<file path="src/logic/eax_consts.svh">
// Purpose: Shared constants of the endpoint-zero descriptor assist.
// Assumes: Firmware register port with 8-bit address and data.
// Notes: Addresses 0x40-0x7f map the IN buffer, 0x80-0xbf the OUT buffer.
`ifndef EAX_CONSTS_SVH
`define EAX_CONSTS_SVH

// Address windows, selected by address bits 7:6
`define EAX_WIN_REG 2'h0
`define EAX_WIN_IN 2'h1
`define EAX_WIN_OUT 2'h2
// Registers in the register window, address bits 5:0
`define EAX_REG_PTR_LO 6'h00
`define EAX_REG_PTR_HI 6'h01
`define EAX_REG_CS 6'h02
`define EAX_REG_IN_BC 6'h03
`define EAX_REG_OUT_CNT_LO 6'h04
`define EAX_REG_OUT_CNT_HI 6'h05
`define EAX_REG_SETUP_BASE 6'h08
`define EAX_REG_SETUP_LAST 6'h0f
// Control and status bit positions
`define EAX_CS_HANDSHAKE_HOLD_BIT 0
`define EAX_CS_AUTO_BUSY 1
`define EAX_CS_IN_ARMED 2
// Setup packet byte positions
`define EAX_SU_TYPE 3'h0
`define EAX_SU_REQ 3'h1
`define EAX_SU_VAL_LO 3'h2
`define EAX_SU_VAL_HI 3'h3
`define EAX_SU_IDX_LO 3'h4
`define EAX_SU_IDX_HI 3'h5
`define EAX_SU_LEN_LO 3'h6
`define EAX_SU_LEN_HI 3'h7
`define EAX_SU_DIR_BIT 7
// Request encodings
`define EAX_RT_IN_DEV 8'h80
`define EAX_RT_OUT_DEV 8'h00
`define EAX_REQ_GET_DESC 8'h06
`define EAX_REQ_SET_DESC 8'h07
`define EAX_DT_DEVICE 8'h01
`define EAX_DT_CONFIG 8'h02
`define EAX_DT_STRING 8'h03
// Descriptor header: bytes read before any data
`define EAX_HDR_LAST 2'h3
// Largest endpoint-zero packet
`define EAX_PKT_MAX 7'h40
`define EAX_PKT_MAX16 16'h0040

`endif

</file>
<file path="src/logic/eax_pkg.sv">
// Purpose: Types of the endpoint-zero descriptor assist.
// Assumes: Constants come from eax_consts.svh.
// Notes: States carry no explicit codes; they count up from 0 in listed order.
package eax_pkg;

  typedef enum logic [2:0] {
    EAX_ST_IDLE,
    EAX_ST_HDR,
    EAX_ST_CALC,
    EAX_ST_READY,
    EAX_ST_SEND,
    EAX_ST_WAIT,
    EAX_ST_DONE
  } eax_dev_st_t;

  typedef enum logic [1:0] {
    EAX_H_IDLE,
    EAX_H_IN,
    EAX_H_STAT
  } eax_host_st_t;

  typedef enum logic [1:0] {
    EAX_RQ_GET_DEVICE,
    EAX_RQ_GET_CONFIG,
    EAX_RQ_GET_STRING,
    EAX_RQ_SET_DESC
  } eax_req_t;

endpackage : eax_pkg

</file>
<file path="src/logic/eax_link_if.sv">
// Purpose: Transaction link between host controller and device core.
// Assumes: Both ends on ref_clk; every h_ and d_ strobe is one cycle.
// Notes: d_in_end marks the last byte, or alone an empty packet.
`timescale 1ns/1ps
interface eax_link_if;
  // Host to device
  logic h_setup;
  logic [63:0] h_setup_data;
  logic h_in_req;
  logic h_in_ack;
  logic h_in_err;
  logic h_out_valid;
  logic [7:0] h_out_byte;
  logic h_status_req;
  // Device to host
  logic d_in_valid;
  logic [7:0] d_in_byte;
  logic d_in_end;
  logic d_in_nak;
  logic d_status_ack;
  logic d_status_nak;

  modport dev (
    input h_setup, h_setup_data, h_in_req, h_in_ack, h_in_err,
    input h_out_valid, h_out_byte, h_status_req,
    output d_in_valid, d_in_byte, d_in_end, d_in_nak, d_status_ack, d_status_nak
  );

  modport host (
    output h_setup, h_setup_data, h_in_req, h_in_ack, h_in_err,
    output h_out_valid, h_out_byte, h_status_req,
    input d_in_valid, d_in_byte, d_in_end, d_in_nak, d_status_ack, d_status_nak
  );
endinterface : eax_link_if

</file>
<file path="src/logic/eax_dev_end.sv">
// Purpose: Endpoint-zero core with automatic descriptor transfers.
// Assumes: Descriptor memory answers in the same cycle as the address.
// Notes: Setup byte 0 is byte 0 of h_setup_data (bits 7:0).
`timescale 1ns/1ps
`include "eax_consts.svh"

// Operation
// - Pointer is two bytes, high and low
// - Low-byte write starts transfer; high alone doesn't
// - Request length from setup bytes 6,7
// - Read descriptor header for its real length
// - Send lesser of requested and actual length
// - Stream memory at pointer through IN path
// - Long data splits into successive IN packets
// - Failed automatic packet is resent without firmware
// - Status stage acknowledged after last packet
// - Firmware uses pointer only with valid length
// - Manual transfers through IN buffer remain possible
// - Short buffer plus byte count behaves alike
// - Device descriptor read is 80/06/01
// - Config read type 02, low value selects
// - String read: index in value, language
// - Firmware picks table from setup byte 2
// - Descriptor write is 00/07, type 01-03
// - Firmware clears hold bit, reads OUT buffer
// - Count OUT bytes against setup length
// - Length reached: status answered automatically
// - Setup stored in setup memory, irq raised
// - Interrupt requests stay active during automation
// - Firmware loads pointer and clears hold bit
module eax_dev_end (
  // Clock and reset
  input wire logic ref_clk,
  input wire logic sys_rst,
  // Link to the host controller
  eax_link_if.dev link,
  // Firmware register port
  input wire logic [7:0] reg_addr,
  input wire logic [7:0] reg_wdata,
  input wire logic reg_wr,
  input wire logic reg_rd,
  output logic [7:0] reg_rdata,
  // Descriptor memory
  output logic [15:0] mem_addr,
  input wire logic [7:0] mem_rdata,
  // Interrupt requests, one-cycle pulses
  output logic setup_data_valid_irq,
  output logic ep0_in_done_irq
);

  eax_pkg::eax_dev_st_t st;
  logic [7:0] setup_packet_ram [8];
  logic [7:0] ep0_in_buffer [64];
  logic [7:0] ep0_out_buffer [64];
  logic [7:0] setup_pointer_low_byte, setup_pointer_high_byte;
  logic handshake_hold_bit, in_armed;
  logic [6:0] ep0_in_byte_count, pkt_len, send_idx;
  logic [15:0] out_total, remaining, offset, hdr_total;
  logic issuing, auto_src, hdr_cap, v1, e1;
  logic [1:0] hdr_idx, hdr_cap_idx;
  logic [7:0] hdr_len, hdr_type, inbuf_q;

  // Register decode
  wire win_reg = reg_addr[7:6] == `EAX_WIN_REG;
  wire win_in = reg_addr[7:6] == `EAX_WIN_IN;
  wire win_out = reg_addr[7:6] == `EAX_WIN_OUT;
  wire [5:0] roff = reg_addr[5:0];
  wire wr_ptr_lo = reg_wr && win_reg && roff == `EAX_REG_PTR_LO;
  wire wr_ptr_hi = reg_wr && win_reg && roff == `EAX_REG_PTR_HI;
  wire wr_cs = reg_wr && win_reg && roff == `EAX_REG_CS;
  wire wr_in_bc = reg_wr && win_reg && roff == `EAX_REG_IN_BC;
  wire wr_inbuf = reg_wr && win_in;
  wire rd_setup = win_reg && roff >= `EAX_REG_SETUP_BASE && roff <= `EAX_REG_SETUP_LAST;

  wire [15:0] setup_data_pointer = {setup_pointer_high_byte, setup_pointer_low_byte};
  wire [15:0] req_len = {setup_packet_ram[`EAX_SU_LEN_HI],
                         setup_packet_ram[`EAX_SU_LEN_LO]};
  wire su_dir_in = setup_packet_ram[`EAX_SU_TYPE][`EAX_SU_DIR_BIT];

  // Descriptor length: configuration carries a total, others their own length
  wire [15:0] desc_len = (hdr_type == `EAX_DT_CONFIG) ? hdr_total : {8'h00, hdr_len};
  wire [15:0] xfer_len = (req_len < desc_len) ? req_len : desc_len;
  wire [6:0] auto_pkt = (remaining > `EAX_PKT_MAX16) ? `EAX_PKT_MAX : remaining[6:0];
  wire last_iss = send_idx == pkt_len - 7'h01;
  wire auto_idle = st == eax_pkg::EAX_ST_IDLE;
  wire in_now = link.h_in_req && st == eax_pkg::EAX_ST_READY;
  wire man_now = link.h_in_req && auto_idle && in_armed;
  wire start_pkt = in_now || man_now;
  wire [6:0] start_len = in_now ? auto_pkt : ep0_in_byte_count;
  wire data_over = (st == eax_pkg::EAX_ST_DONE)
                || (st == eax_pkg::EAX_ST_READY && remaining == 16'h0000);
  wire out_over = !su_dir_in && out_total >= req_len;
  wire status_ok = !handshake_hold_bit && (data_over || (auto_idle && !in_armed
                   && (su_dir_in || out_over)));
  wire ack_done = st == eax_pkg::EAX_ST_WAIT && link.h_in_ack;
  wire [15:0] next_mem_addr = (st == eax_pkg::EAX_ST_HDR)
                            ? setup_data_pointer + {14'h0000, hdr_idx}
                            : setup_data_pointer + offset + {9'h000, send_idx};

  // Read data mux
  logic [7:0] next_rdata;
  always_comb begin
    next_rdata = 8'h00;
    if (win_in) begin
      next_rdata = ep0_in_buffer[roff];
    end else if (win_out) begin
      next_rdata = ep0_out_buffer[roff];
    end else if (rd_setup) begin
      next_rdata = setup_packet_ram[roff[2:0]];
    end else if (win_reg) begin
      unique case (roff)
        `EAX_REG_PTR_LO: next_rdata = setup_pointer_low_byte;
        `EAX_REG_PTR_HI: next_rdata = setup_pointer_high_byte;
        `EAX_REG_CS: next_rdata = {5'h00, in_armed, !auto_idle, handshake_hold_bit};
        `EAX_REG_IN_BC: next_rdata = {1'b0, ep0_in_byte_count};
        `EAX_REG_OUT_CNT_LO: next_rdata = out_total[7:0];
        `EAX_REG_OUT_CNT_HI: next_rdata = out_total[15:8];
        default: next_rdata = 8'h00;
      endcase
    end
  end

  always_ff @(posedge ref_clk) begin
    reg_rdata <= reg_rd ? next_rdata : 8'h00;
    if (wr_inbuf) ep0_in_buffer[roff] <= reg_wdata;
    if (link.h_out_valid) ep0_out_buffer[out_total[5:0]] <= link.h_out_byte;
    if (link.h_setup) begin
      for (int i = 0; i < 8; i++) begin
        setup_packet_ram[i] <= link.h_setup_data[8 * i +: 8];
      end
    end
    inbuf_q <= ep0_in_buffer[send_idx[5:0]];
    if (hdr_cap) begin
      unique case (hdr_cap_idx)
        2'h0: hdr_len <= mem_rdata;
        2'h1: hdr_type <= mem_rdata;
        2'h2: hdr_total[7:0] <= mem_rdata;
        2'h3: hdr_total[15:8] <= mem_rdata;
      endcase
    end
    mem_addr <= next_mem_addr;
  end

  // Firmware registers; a setup packet wins over a firmware clear
  always_ff @(posedge ref_clk) begin
    if (sys_rst) begin
      setup_pointer_low_byte <= 8'h00;
      setup_pointer_high_byte <= 8'h00;
      handshake_hold_bit <= 1'b0;
      ep0_in_byte_count <= 7'h00;
      in_armed <= 1'b0;
      out_total <= 16'h0000;
    end else begin
      if (wr_ptr_lo) setup_pointer_low_byte <= reg_wdata;
      if (wr_ptr_hi) setup_pointer_high_byte <= reg_wdata;
      if (wr_cs && reg_wdata[`EAX_CS_HANDSHAKE_HOLD_BIT]) handshake_hold_bit <= 1'b0;
      if (link.h_out_valid) out_total <= out_total + 16'h0001;
      if (man_now) in_armed <= 1'b0;
      if (wr_in_bc) begin
        ep0_in_byte_count <= reg_wdata[6:0];
        in_armed <= 1'b1;
      end
      if (link.h_setup) begin
        handshake_hold_bit <= 1'b1;
        in_armed <= 1'b0;
        out_total <= 16'h0000;
      end
    end
  end

  // Automatic data stage
  always_ff @(posedge ref_clk) begin
    if (sys_rst || link.h_setup) begin
      st <= eax_pkg::EAX_ST_IDLE;
      remaining <= 16'h0000;
      offset <= 16'h0000;
      pkt_len <= 7'h00;
      send_idx <= 7'h00;
      issuing <= 1'b0;
      auto_src <= 1'b0;
      hdr_idx <= 2'h0;
    end else begin
      unique case (st)
        eax_pkg::EAX_ST_IDLE: begin
          if (wr_ptr_lo) begin
            st <= eax_pkg::EAX_ST_HDR;
            hdr_idx <= 2'h0;
          end
        end
        eax_pkg::EAX_ST_HDR: begin
          hdr_idx <= hdr_idx + 2'h1;
          if (hdr_idx == `EAX_HDR_LAST) st <= eax_pkg::EAX_ST_CALC;
        end
        eax_pkg::EAX_ST_CALC: begin
          if (!hdr_cap) begin
            remaining <= xfer_len;
            offset <= 16'h0000;
            st <= eax_pkg::EAX_ST_READY;
          end
        end
        eax_pkg::EAX_ST_READY: begin
        end
        eax_pkg::EAX_ST_SEND: begin
          send_idx <= send_idx + 7'h01;
          if (last_iss) begin
            issuing <= 1'b0;
            st <= eax_pkg::EAX_ST_WAIT;
          end
        end
        eax_pkg::EAX_ST_WAIT: begin
          if (link.h_in_ack && auto_src) begin
            offset <= offset + {9'h000, pkt_len};
            remaining <= remaining - {9'h000, pkt_len};
            st <= (remaining == {9'h000, pkt_len} && pkt_len != `EAX_PKT_MAX)
                ? eax_pkg::EAX_ST_DONE : eax_pkg::EAX_ST_READY;
          end else if (link.h_in_ack) begin
            st <= eax_pkg::EAX_ST_IDLE;
          end else if (link.h_in_err) begin
            st <= auto_src ? eax_pkg::EAX_ST_READY : eax_pkg::EAX_ST_IDLE;
          end
        end
        eax_pkg::EAX_ST_DONE: if (link.h_status_req) st <= eax_pkg::EAX_ST_IDLE;
      endcase
      if (st == eax_pkg::EAX_ST_READY && link.h_status_req && remaining == 16'h0000) begin
        st <= eax_pkg::EAX_ST_IDLE;
      end
      if (start_pkt) begin
        pkt_len <= start_len;
        send_idx <= 7'h00;
        auto_src <= in_now;
        issuing <= start_len != 7'h00;
        st <= (start_len != 7'h00) ? eax_pkg::EAX_ST_SEND : eax_pkg::EAX_ST_WAIT;
      end
    end
  end

  // Pipeline and link outputs
  always_ff @(posedge ref_clk) begin
    if (sys_rst) begin
      hdr_cap <= 1'b0;
      hdr_cap_idx <= 2'h0;
      v1 <= 1'b0;
      e1 <= 1'b0;
      link.d_in_valid <= 1'b0;
      link.d_in_byte <= 8'h00;
      link.d_in_end <= 1'b0;
      link.d_in_nak <= 1'b0;
      link.d_status_ack <= 1'b0;
      link.d_status_nak <= 1'b0;
      setup_data_valid_irq <= 1'b0;
      ep0_in_done_irq <= 1'b0;
    end else begin
      hdr_cap <= st == eax_pkg::EAX_ST_HDR && !link.h_setup;
      hdr_cap_idx <= hdr_idx;
      v1 <= st == eax_pkg::EAX_ST_SEND && issuing && !link.h_setup;
      e1 <= (st == eax_pkg::EAX_ST_SEND && issuing && last_iss && !link.h_setup)
         || (start_pkt && start_len == 7'h00);
      link.d_in_valid <= v1;
      link.d_in_byte <= auto_src ? mem_rdata : inbuf_q;
      link.d_in_end <= e1;
      link.d_in_nak <= link.h_in_req && !start_pkt;
      link.d_status_ack <= link.h_status_req && status_ok;
      link.d_status_nak <= link.h_status_req && !status_ok;
      setup_data_valid_irq <= link.h_setup;
      ep0_in_done_irq <= ack_done;
    end
  end

endmodule : eax_dev_end

</file>
<file path="src/flat_wrapper.sv">
// flat-port wrapper written by rule: the top's interface ports become plain ports
module eax_dev_end_flat 
  (ref_clk, sys_rst, reg_addr, reg_wdata, reg_wr, reg_rd, reg_rdata, mem_addr, mem_rdata, setup_data_valid_irq, ep0_in_done_irq, link_h_setup, link_h_setup_data, link_h_in_req, link_h_in_ack, link_h_in_err, link_h_out_valid, link_h_out_byte, link_h_status_req, link_d_in_valid, link_d_in_byte, link_d_in_end, link_d_in_nak, link_d_status_ack, link_d_status_nak);
  eax_link_if link_i ();
  input wire logic ref_clk;
  input wire logic sys_rst;
  input wire logic [7:0] reg_addr;
  input wire logic [7:0] reg_wdata;
  input wire logic reg_wr;
  input wire logic reg_rd;
  output logic [7:0] reg_rdata;
  output logic [15:0] mem_addr;
  input wire logic [7:0] mem_rdata;
  output logic setup_data_valid_irq;
  output logic ep0_in_done_irq;
  input wire logic [$bits(link_i.h_setup)-1:0] link_h_setup;
  input wire logic [$bits(link_i.h_setup_data)-1:0] link_h_setup_data;
  input wire logic [$bits(link_i.h_in_req)-1:0] link_h_in_req;
  input wire logic [$bits(link_i.h_in_ack)-1:0] link_h_in_ack;
  input wire logic [$bits(link_i.h_in_err)-1:0] link_h_in_err;
  input wire logic [$bits(link_i.h_out_valid)-1:0] link_h_out_valid;
  input wire logic [$bits(link_i.h_out_byte)-1:0] link_h_out_byte;
  input wire logic [$bits(link_i.h_status_req)-1:0] link_h_status_req;
  output wire logic [$bits(link_i.d_in_valid)-1:0] link_d_in_valid;
  output wire logic [$bits(link_i.d_in_byte)-1:0] link_d_in_byte;
  output wire logic [$bits(link_i.d_in_end)-1:0] link_d_in_end;
  output wire logic [$bits(link_i.d_in_nak)-1:0] link_d_in_nak;
  output wire logic [$bits(link_i.d_status_ack)-1:0] link_d_status_ack;
  output wire logic [$bits(link_i.d_status_nak)-1:0] link_d_status_nak;
  assign link_i.h_setup = link_h_setup;
  assign link_i.h_setup_data = link_h_setup_data;
  assign link_i.h_in_req = link_h_in_req;
  assign link_i.h_in_ack = link_h_in_ack;
  assign link_i.h_in_err = link_h_in_err;
  assign link_i.h_out_valid = link_h_out_valid;
  assign link_i.h_out_byte = link_h_out_byte;
  assign link_i.h_status_req = link_h_status_req;
  assign link_d_in_valid = link_i.d_in_valid;
  assign link_d_in_byte = link_i.d_in_byte;
  assign link_d_in_end = link_i.d_in_end;
  assign link_d_in_nak = link_i.d_in_nak;
  assign link_d_status_ack = link_i.d_status_ack;
  assign link_d_status_nak = link_i.d_status_nak;
  eax_dev_end u_core (.ref_clk(ref_clk), .sys_rst(sys_rst), .link(link_i), .reg_addr(reg_addr), .reg_wdata(reg_wdata), .reg_wr(reg_wr), .reg_rd(reg_rd), .reg_rdata(reg_rdata), .mem_addr(mem_addr), .mem_rdata(mem_rdata), .setup_data_valid_irq(setup_data_valid_irq), .ep0_in_done_irq(ep0_in_done_irq));
endmodule
</file>
<file path="config.mk">
export PLATFORM = sky130hd
export DESIGN_NAME = eax_dev_end_flat
export DESIGN_NICKNAME = d
export VERILOG_FILES = /design/src/logic/eax_pkg.sv /design/src/logic/eax_link_if.sv /design/src/logic/eax_dev_end.sv /design/src/flat_wrapper.sv
export VERILOG_INCLUDE_DIRS = /design/src /design/src/logic
export SDC_FILE = /design/constraint.sdc
export NUM_CORES = 2
export LEC_CHECK = 0
export ABC_CLOCK_PERIOD_IN_PS = 6600
export BUFFER_PORTS_ARGS = -buffer_cell sky130_fd_sc_hd__buf_2
export CAP_MARGIN = 20
export CELL_PAD_IN_SITES_DETAIL_PLACEMENT = 1
export CELL_PAD_IN_SITES_GLOBAL_PLACEMENT = 1
export CORE_ASPECT_RATIO = 2
export CORE_UTILIZATION = 30
export CTS_CLUSTER_SIZE = 10
export DETAILED_ROUTE_END_ITERATION = 10
export HOLD_SLACK_MARGIN = 0.02
export PLACE_DENSITY_LB_ADDON = 0.25
export SYNTH_ARGS = -nofsm -noshare
export SYNTH_HDL_FRONTEND = slang
export SYNTH_SLANG_ARGS = --single-unit
</file>
<file path="constraint.sdc">
create_clock -name ref_clk -period 6.6 [get_ports ref_clk]
set_input_delay 0.66 -clock ref_clk [delete_from_list [all_inputs] [get_ports ref_clk]]
set_output_delay 0.66 -clock ref_clk [all_outputs]
set_load 0.02 [all_outputs]
</file>
-- Yosys cells after proc, flatten, opt, wreduce, memory -nomap -nowiden
Memories as Yosys holds them, arrays and structs flattened. A register that Yosys moved wholly into a read port is not among the register bits.
Index checks and enable logic that the tools add are counted.
- $lt $le $gt $ge: 5
- eq/ne operators: 30
- reduce and logical (&&, ||, !) cells: 68
- multiplexer cells: 46
- add/sub/neg operators: 9
- operators by type and width (operator ; number):
    two-way mux 16 bit ; 7
    case mux 16 bit (2 select lines) ; 2
    case mux 8 bit (6 select lines) ; 1
    two-way mux 8 bit ; 5
    two-way mux 3 bit ; 11
    adder 16 x 7 -> 16 bit ; 2
    logical AND 1 bit ; 31
    case mux 3 bit (6 select lines) ; 1
    adder 16 x 1 -> 16 bit (second input constant) ; 1
    adder 16 bit ; 1
    adder 16 x 2 -> 16 bit ; 1
    == test 16 x 7 -> 1 bit ; 1
    greater-or-equal comparator 16 bit ; 1
    > comparator 16 x 7 -> 1 bit (second input constant) ; 1
    zero test 16 bit ; 1
    less-than comparator 16 bit ; 1
    subtractor 16 x 7 -> 16 bit ; 1
    two-way mux 1 bit ; 14
    two-way mux 7 bit ; 2
    == test 6 x 2 -> 1 bit (second input constant) ; 2
    == test 6 x 3 -> 1 bit (second input constant) ; 2
    AND reduction 2 bit ; 6
    nonzero test 2 bit ; 6
    == test 3 bit (second input constant) ; 3
    32 further kinds ; 54
- input port bits: 106
- bits in writable memories: 1088
- register bits after elaboration: 170
- memories kept: 3
- logic and storage cells: 193
- memories (memory ; words ; width ; rd ports ; clocked after Yosys merged registers in ; wr ports ; line ; source):
    u_core.ep0_in_buffer ; 64 ; 8 ; 2 ; 1 ; 1 ; eax_dev_end.sv:53 ; logic [7:0] ep0_in_buffer [64];
    u_core.ep0_out_buffer ; 64 ; 8 ; 1 ; 0 ; 1 ; eax_dev_end.sv:54 ; logic [7:0] ep0_out_buffer [64];
    u_core.setup_packet_ram ; 8 ; 8 ; 4 ; 0 ; 8 ; eax_dev_end.sv:52 ; logic [7:0] setup_packet_ram [8];

-- Depth between registers and ports, before layout
An unclocked memory read counts as a cell.
- depth after elaboration: 9
- gate-level depth with buffers: 17
- mapped depth without buffers: 14

-- Worst setup path after synthesis
Ideal clock, no wire load.
- path kind: reg2reg
- from: register u_core.send_idx[0]
- to: register u_core.mem_addr[15]
- arrival: 3.362 ns
- required time: 6.528 ns
- path slack: 3.166 ns
- cell stages (with the launch flop): 18
- setup time: 0.072 ns
- path buffers: 3
- path through: dfxtp_1 -> clkbuf_1 -> buf_6 -> buf_6 -> inv_1 -> fa_1 -> inv_1 -> ha_1 -> inv_1 -> fa_1 -> nand2b_1 -> a21oi_1 -> o21ai_1 -> o211ai_1 -> mux2i_1 -> a2111oi_0 -> a31o_1 -> xor2_1
- cells in the longest elaborated chain, start to end: 2
- RTL lines (what ; line ; source):
    from (decl) ; eax_dev_end.sv:57 ; logic [6:0] ep0_in_byte_count, pkt_len, send_idx;
    from (signal assigned) ; eax_dev_end.sv:204 ; send_idx <= send_idx + 7'h01;
    adder 16 x 7 -> 16 bit ; eax_dev_end.sv:98 ; : setup_data_pointer + offset + {9'h000, send_idx};
    two-way mux 16 bit ; eax_dev_end.sv:97 ; ? setup_data_pointer + {14'h0000, hdr_idx}
    net u_core.next_mem_addr[15] ; eax_dev_end.sv:96 ; wire [15:0] next_mem_addr = (st == eax_pkg::EAX_ST_HDR)
    to (signal assigned) ; eax_dev_end.sv:141 ; mem_addr <= next_mem_addr;
    to (decl) ; eax_dev_end.sv:44 ; output logic [15:0] mem_addr,
The timed path passes the listed nets, and every way through them passes these cells.
A chain may end at the register's enable or synchronous reset.

-- Worst setup path in the final report
- from: register u_core.hdr_type[5]
- to: register u_core.remaining[5]
- cells in the longest elaborated chain, start to end: 6
- RTL lines (what ; line ; source):
    from (decl) ; eax_dev_end.sv:61 ; logic [7:0] hdr_len, hdr_type, inbuf_q;
    from (signal assigned) ; eax_dev_end.sv:136 ; 2'h1: hdr_type <= mem_rdata;
    == test 8 x 2 -> 1 bit (no line) * ; -- ;
    two-way mux 16 bit * ; eax_dev_end.sv:81 ; wire [15:0] desc_len = (hdr_type == `EAX_DT_CONFIG) ? hdr_total : {8'h00, hdr_len};
    less-than comparator 16 bit ; eax_dev_end.sv:82 ; wire [15:0] xfer_len = (req_len < desc_len) ? req_len : desc_len;
    two-way mux 16 bit * ; eax_dev_end.sv:82 ;
    two-way mux 16 bit * ; eax_dev_end.sv:195 ; if (!hdr_cap) begin
    case mux 16 bit (2 select lines) * ; eax_dev_end.sv:183 ; unique case (st)
    to (signal assigned) ; eax_dev_end.sv:196 ; remaining <= xfer_len;
    to (signal assigned) ; eax_dev_end.sv:213 ; remaining <= remaining - {9'h000, pkt_len};
    to (decl) ; eax_dev_end.sv:58 ; logic [15:0] out_total, remaining, offset, hdr_total;
Mark *: on every way between the ends. The rest lies on a longest branch, timed or not. The select of a mux whose other input is x is not followed.

==> flow_metrics.env <==
export IMPL_post_cts_resized=0
export IMPL_clock_sinks=1266
export IMPL_drt_iter0_drc=2093
export IMPL_hold_viol=0
export IMPL_cts_hold_buffers=21
export IMPL_wirelength_um=190000
export IMPL_whs_endpoint="u_core.setup_packet_ram[5][5]"
export IMPL_cp_start_kind="register"
export IMPL_leakage_nw=20.5
export IMPL_hold_path_class="input port to register"
export IMPL_dp_cells=5753
export IMPL_worstPathRequired_ns=7.32
export IMPL_ys_seq_area_frac=0.652
export IMPL_syn_to_final_growth_pct=14.3
export IMPL_drv_cap=0
export IMPL_cts_tree="yes"
export IMPL_synth_most_common_cell="edfxtp_1"
export IMPL_grt_pass1_vias=35100
export IMPL_reg2regPathDepth=11
export IMPL_pwr_density_cell_nw_per_um2=268
export IMPL_syn_avg_cell_area_um2=17.3
export IMPL_clk_latency_ns=0.80
export IMPL_detail_route_wl_per_cell_um=31.7
export IMPL_grt_pass1_wl_um=267000
export IMPL_grt_max_degree=93
export IMPL_dieWidth_um=308
export IMPL_async_flop_share=0
export IMPL_htree_levels=4
export IMPL_worst_pin_slew_ns=1.20
export IMPL_crit_type="register to register"
export IMPL_hold_depth=1
export IMPL_final_antenna_net_count=0
export IMPL_r2r_start="u_core.hdr_type[5]"
export IMPL_slew_headroom=0.197
export IMPL_yosysTopAreaCell="edfxtp_1"
export IMPL_synthDistinctLibCells=76
export IMPL_path_max_fanout=17
export IMPL_r2r_end="u_core.remaining[5]"
export IMPL_synth_compound_area_frac=0.0412
export IMPL_synth_edf_count=1120
export IMPL_gp_congestion=0.847
export IMPL_timing_setup_tns_ns=0
export IMPL_synth_top_family_by_area="multiplexers"
export IMPL_crit_arrival_ns=4.97
export IMPL_worst_setup_path_end_kind="register"
export IMPL_grt_overflow_total=0
export IMPL_cts_made_buffers=153
export IMPL_slew_viol_final=0
export IMPL_nFillCells=18700
export IMPL_final_cells=5994
export IMPL_synth_top_area_frac=0.600
export IMPL_antenna_found_initial=14
export IMPL_synth_cells=3240
export IMPL_vias=31700
export IMPL_clk_pin_slew_worst_paths_ns=0.07
export IMPL_vias_per_cell=5.29
export IMPL_start_util=0.302
export IMPL_finalSetupViolations=0
export IMPL_final_layout_size_suffix_gt1_frac=0.244
export IMPL_place_area_um2=59700
export IMPL_yosys_area_share_simple=0.0509
export IMPL_multiInputGateArea_um2=18400
export IMPL_final_period_utilization=0.645
export IMPL_stdcell_area_um2=64100
export IMPL_drcViolationCount=0
export IMPL_yosysWarnings=0
export IMPL_syn_nets=3431
export IMPL_ys_seq_elements=1266
export IMPL_muxShareOfSynthArea=0.204
export IMPL_ios=145
export IMPL_drt_pass1_iter_count=5
export IMPL_die_h_um=613
export IMPL_fmax_ghz=0.235
export IMPL_portBuffers=144
export IMPL_rsz0062_at_grt="false"
export IMPL_cts_root_buf="clkbuf_16"
export IMPL_min_from="link_h_setup_data[45]"
export IMPL_cts_setup_buffers=0
export IMPL_rows=224
export IMPL_synth_common_cells="1,120 x edfxtp_1, 449 x mux4_2, 268 x nor2_1"
export IMPL_outcome="finished, final reports clean"
export IMPL_r2r_slack_ns=2.34
export IMPL_nets=3636
export IMPL_min_period_ns=4.26
export IMPL_die_area_um2=189000
export IMPL_synth_area_leaders="edfxtp_1 60%, mux4_2 18%, dfxtp_1 5.2%"
export IMPL_clk_path_buf_depth=4
export IMPL_fin_skew_ns=0.104
export IMPL_synthFlopType="edfxtp_1"
export IMPL_synth_adder_area_share=0.0204
export IMPL_core_um2=186000
export IMPL_ir_drop_mv=0.172
export IMPL_fin_util=0.345
export IMPL_synthesis_area_um2=56100
export IMPL_dp_hpwl_um=134000
export IMPL_grtUsageTotal=0.201
export IMPL_ff_latch_area_um2=36600
export IMPL_synthXorXnorAreaFrac=0.0106
## critical path, stage by stage (launching register included)
cell and delay [ns]:
edfxtp_1 0.36, nor4_1 0.31, and4b_1 0.83, mux2i_1 0.33
ha_1 0.29, a211o_1 0.26, a221oi_1 0.27, o21ai_0 0.17
a21oi_2 0.52, buf_4 0.33, mux2_2 0.35, a21boi_0 0.16
## sequential cells by signal, summed over array words and instances, names as in the netlist, 2 cells and up
register                        cells
u_core.hdr_idx                      2
u_core.reg_rdata                    8
u_core.setup_pointer_low_byte       8
u_core.out_total                   16
u_core.setup_pointer_high_byte      8
u_core.mem_addr                    16
u_core.offset                      16
u_core.ep0_out_buffer             512
u_core.link.d_in_byte               8
u_core.hdr_total                   16
u_core.hdr_len                      8
u_core.setup_packet_ram            64
u_core.hdr_cap_idx                  2
u_core.pkt_len                      7
u_core.hdr_type                     8
u_core.st                           3
u_core.send_idx                     7
u_core.inbuf_q                      8
u_core.ep0_in_byte_count            7
u_core.ep0_in_buffer              512
u_core.remaining                   16
## layer usage
layer	share of wire	vias up	track usage
met5	0.00036	-	0
met4	0.068	10	0.123
met3	0.032	357	0.0214
met2	0.57	789	0.399
met1	0.33	17100	0.195
li1	-	13500	-
## cell usage in the layout, fill, tap and decap left out, types with 16 or more instances in the layout
cell / count
o22ai_1: 42
a21oi_1: 112
nor2b_1: 26
nor3_1: 27
clkbuf_16: 154
buf_2: 140
nand4_1: 16
a31oi_1: 20
ha_1: 74
edfxtp_1: 1120
mux2i_1: 129
dfxtp_1: 142
clkbuf_1: 53
a22oi_1: 20
dlygate4sd3_1: 21
nand2_1: 159
nand3_1: 43
xnor2_1: 36
o21ai_0: 63
a21o_1: 18
mux4_2: 449
buf_4: 63
xor2_1: 32
or3_1: 16
nor2_1: 268
inv_1: 49
## how the worst max path moves through the flow
| stage | startpoint | end | slack (ns) | cells past startpoint |
|---|---|---|---|---|
| finish | u_core.hdr_type[5] | u_core.remaining[5] | 2.34 | 11 |
| global route | u_core.hdr_type[5] | u_core.remaining[5] | 1.99 | 11 |
| CTS | u_core.hdr_type[5] | u_core.remaining[5] | 2.31 | 11 |
| detailed placement | reg_addr[0] | u_core.reg_rdata[3] | 2.08 | 9 |
| global placement | reg_addr[0] | u_core.reg_rdata[3] | 2.13 | 9 |
| floorplan | u_core.send_idx[0] | u_core.mem_addr[15] | 3.17 | 17 |
## power breakdown
part	total, mW	internal (mW)	leakage (nW)	switching [mW]
sequential	8.81	8.77	11.3	0.0422
clock	7.44	4.23	1.99	3.22
combinational	0.899	0.312	7.21	0.587
## layout make-up
cell class,instances,share of cell area
repair buffers,241,0.0264
flip-flops and latches,1266,0.571
inverters,51,0.00307
diodes,6,0.000234
clock inverters,5,0.000899
multi-input cells,1732,0.287
clock buffers,207,0.0633
well taps,2486,0.0486
## metrics by stage
stage,hold slack [ns],setup slack [ns],power (mW)
2_1_floorplan,0.414,3.17,9.40
3_5_place_dp,0.439,2.08,9.88
5_1_grt,0.0393,1.99,17.6
3_3_place_gp,0.442,2.13,9.87
4_1_cts,0.0201,2.31,17.3
6_report,0.0597,2.34,17.2
## cell families (layout without fill, tap and decap cells)
| kind of cell | count (synthesis) | in the layout |
|---|---|---|
| DFF | 1266 | 1266 |
| and+or+nand+nor | 631 | 631 |
| muxes | 582 | 582 |
| AOI/OAI and AO/OA | 366 | 366 |
| buffers and inverters | 242 | 504 |
| adders and majority gates | 85 | 85 |
| xor gates and xnor gates | 68 | 68 |
| other | 0 | 6 |
(Power assumes the default switching activity.)
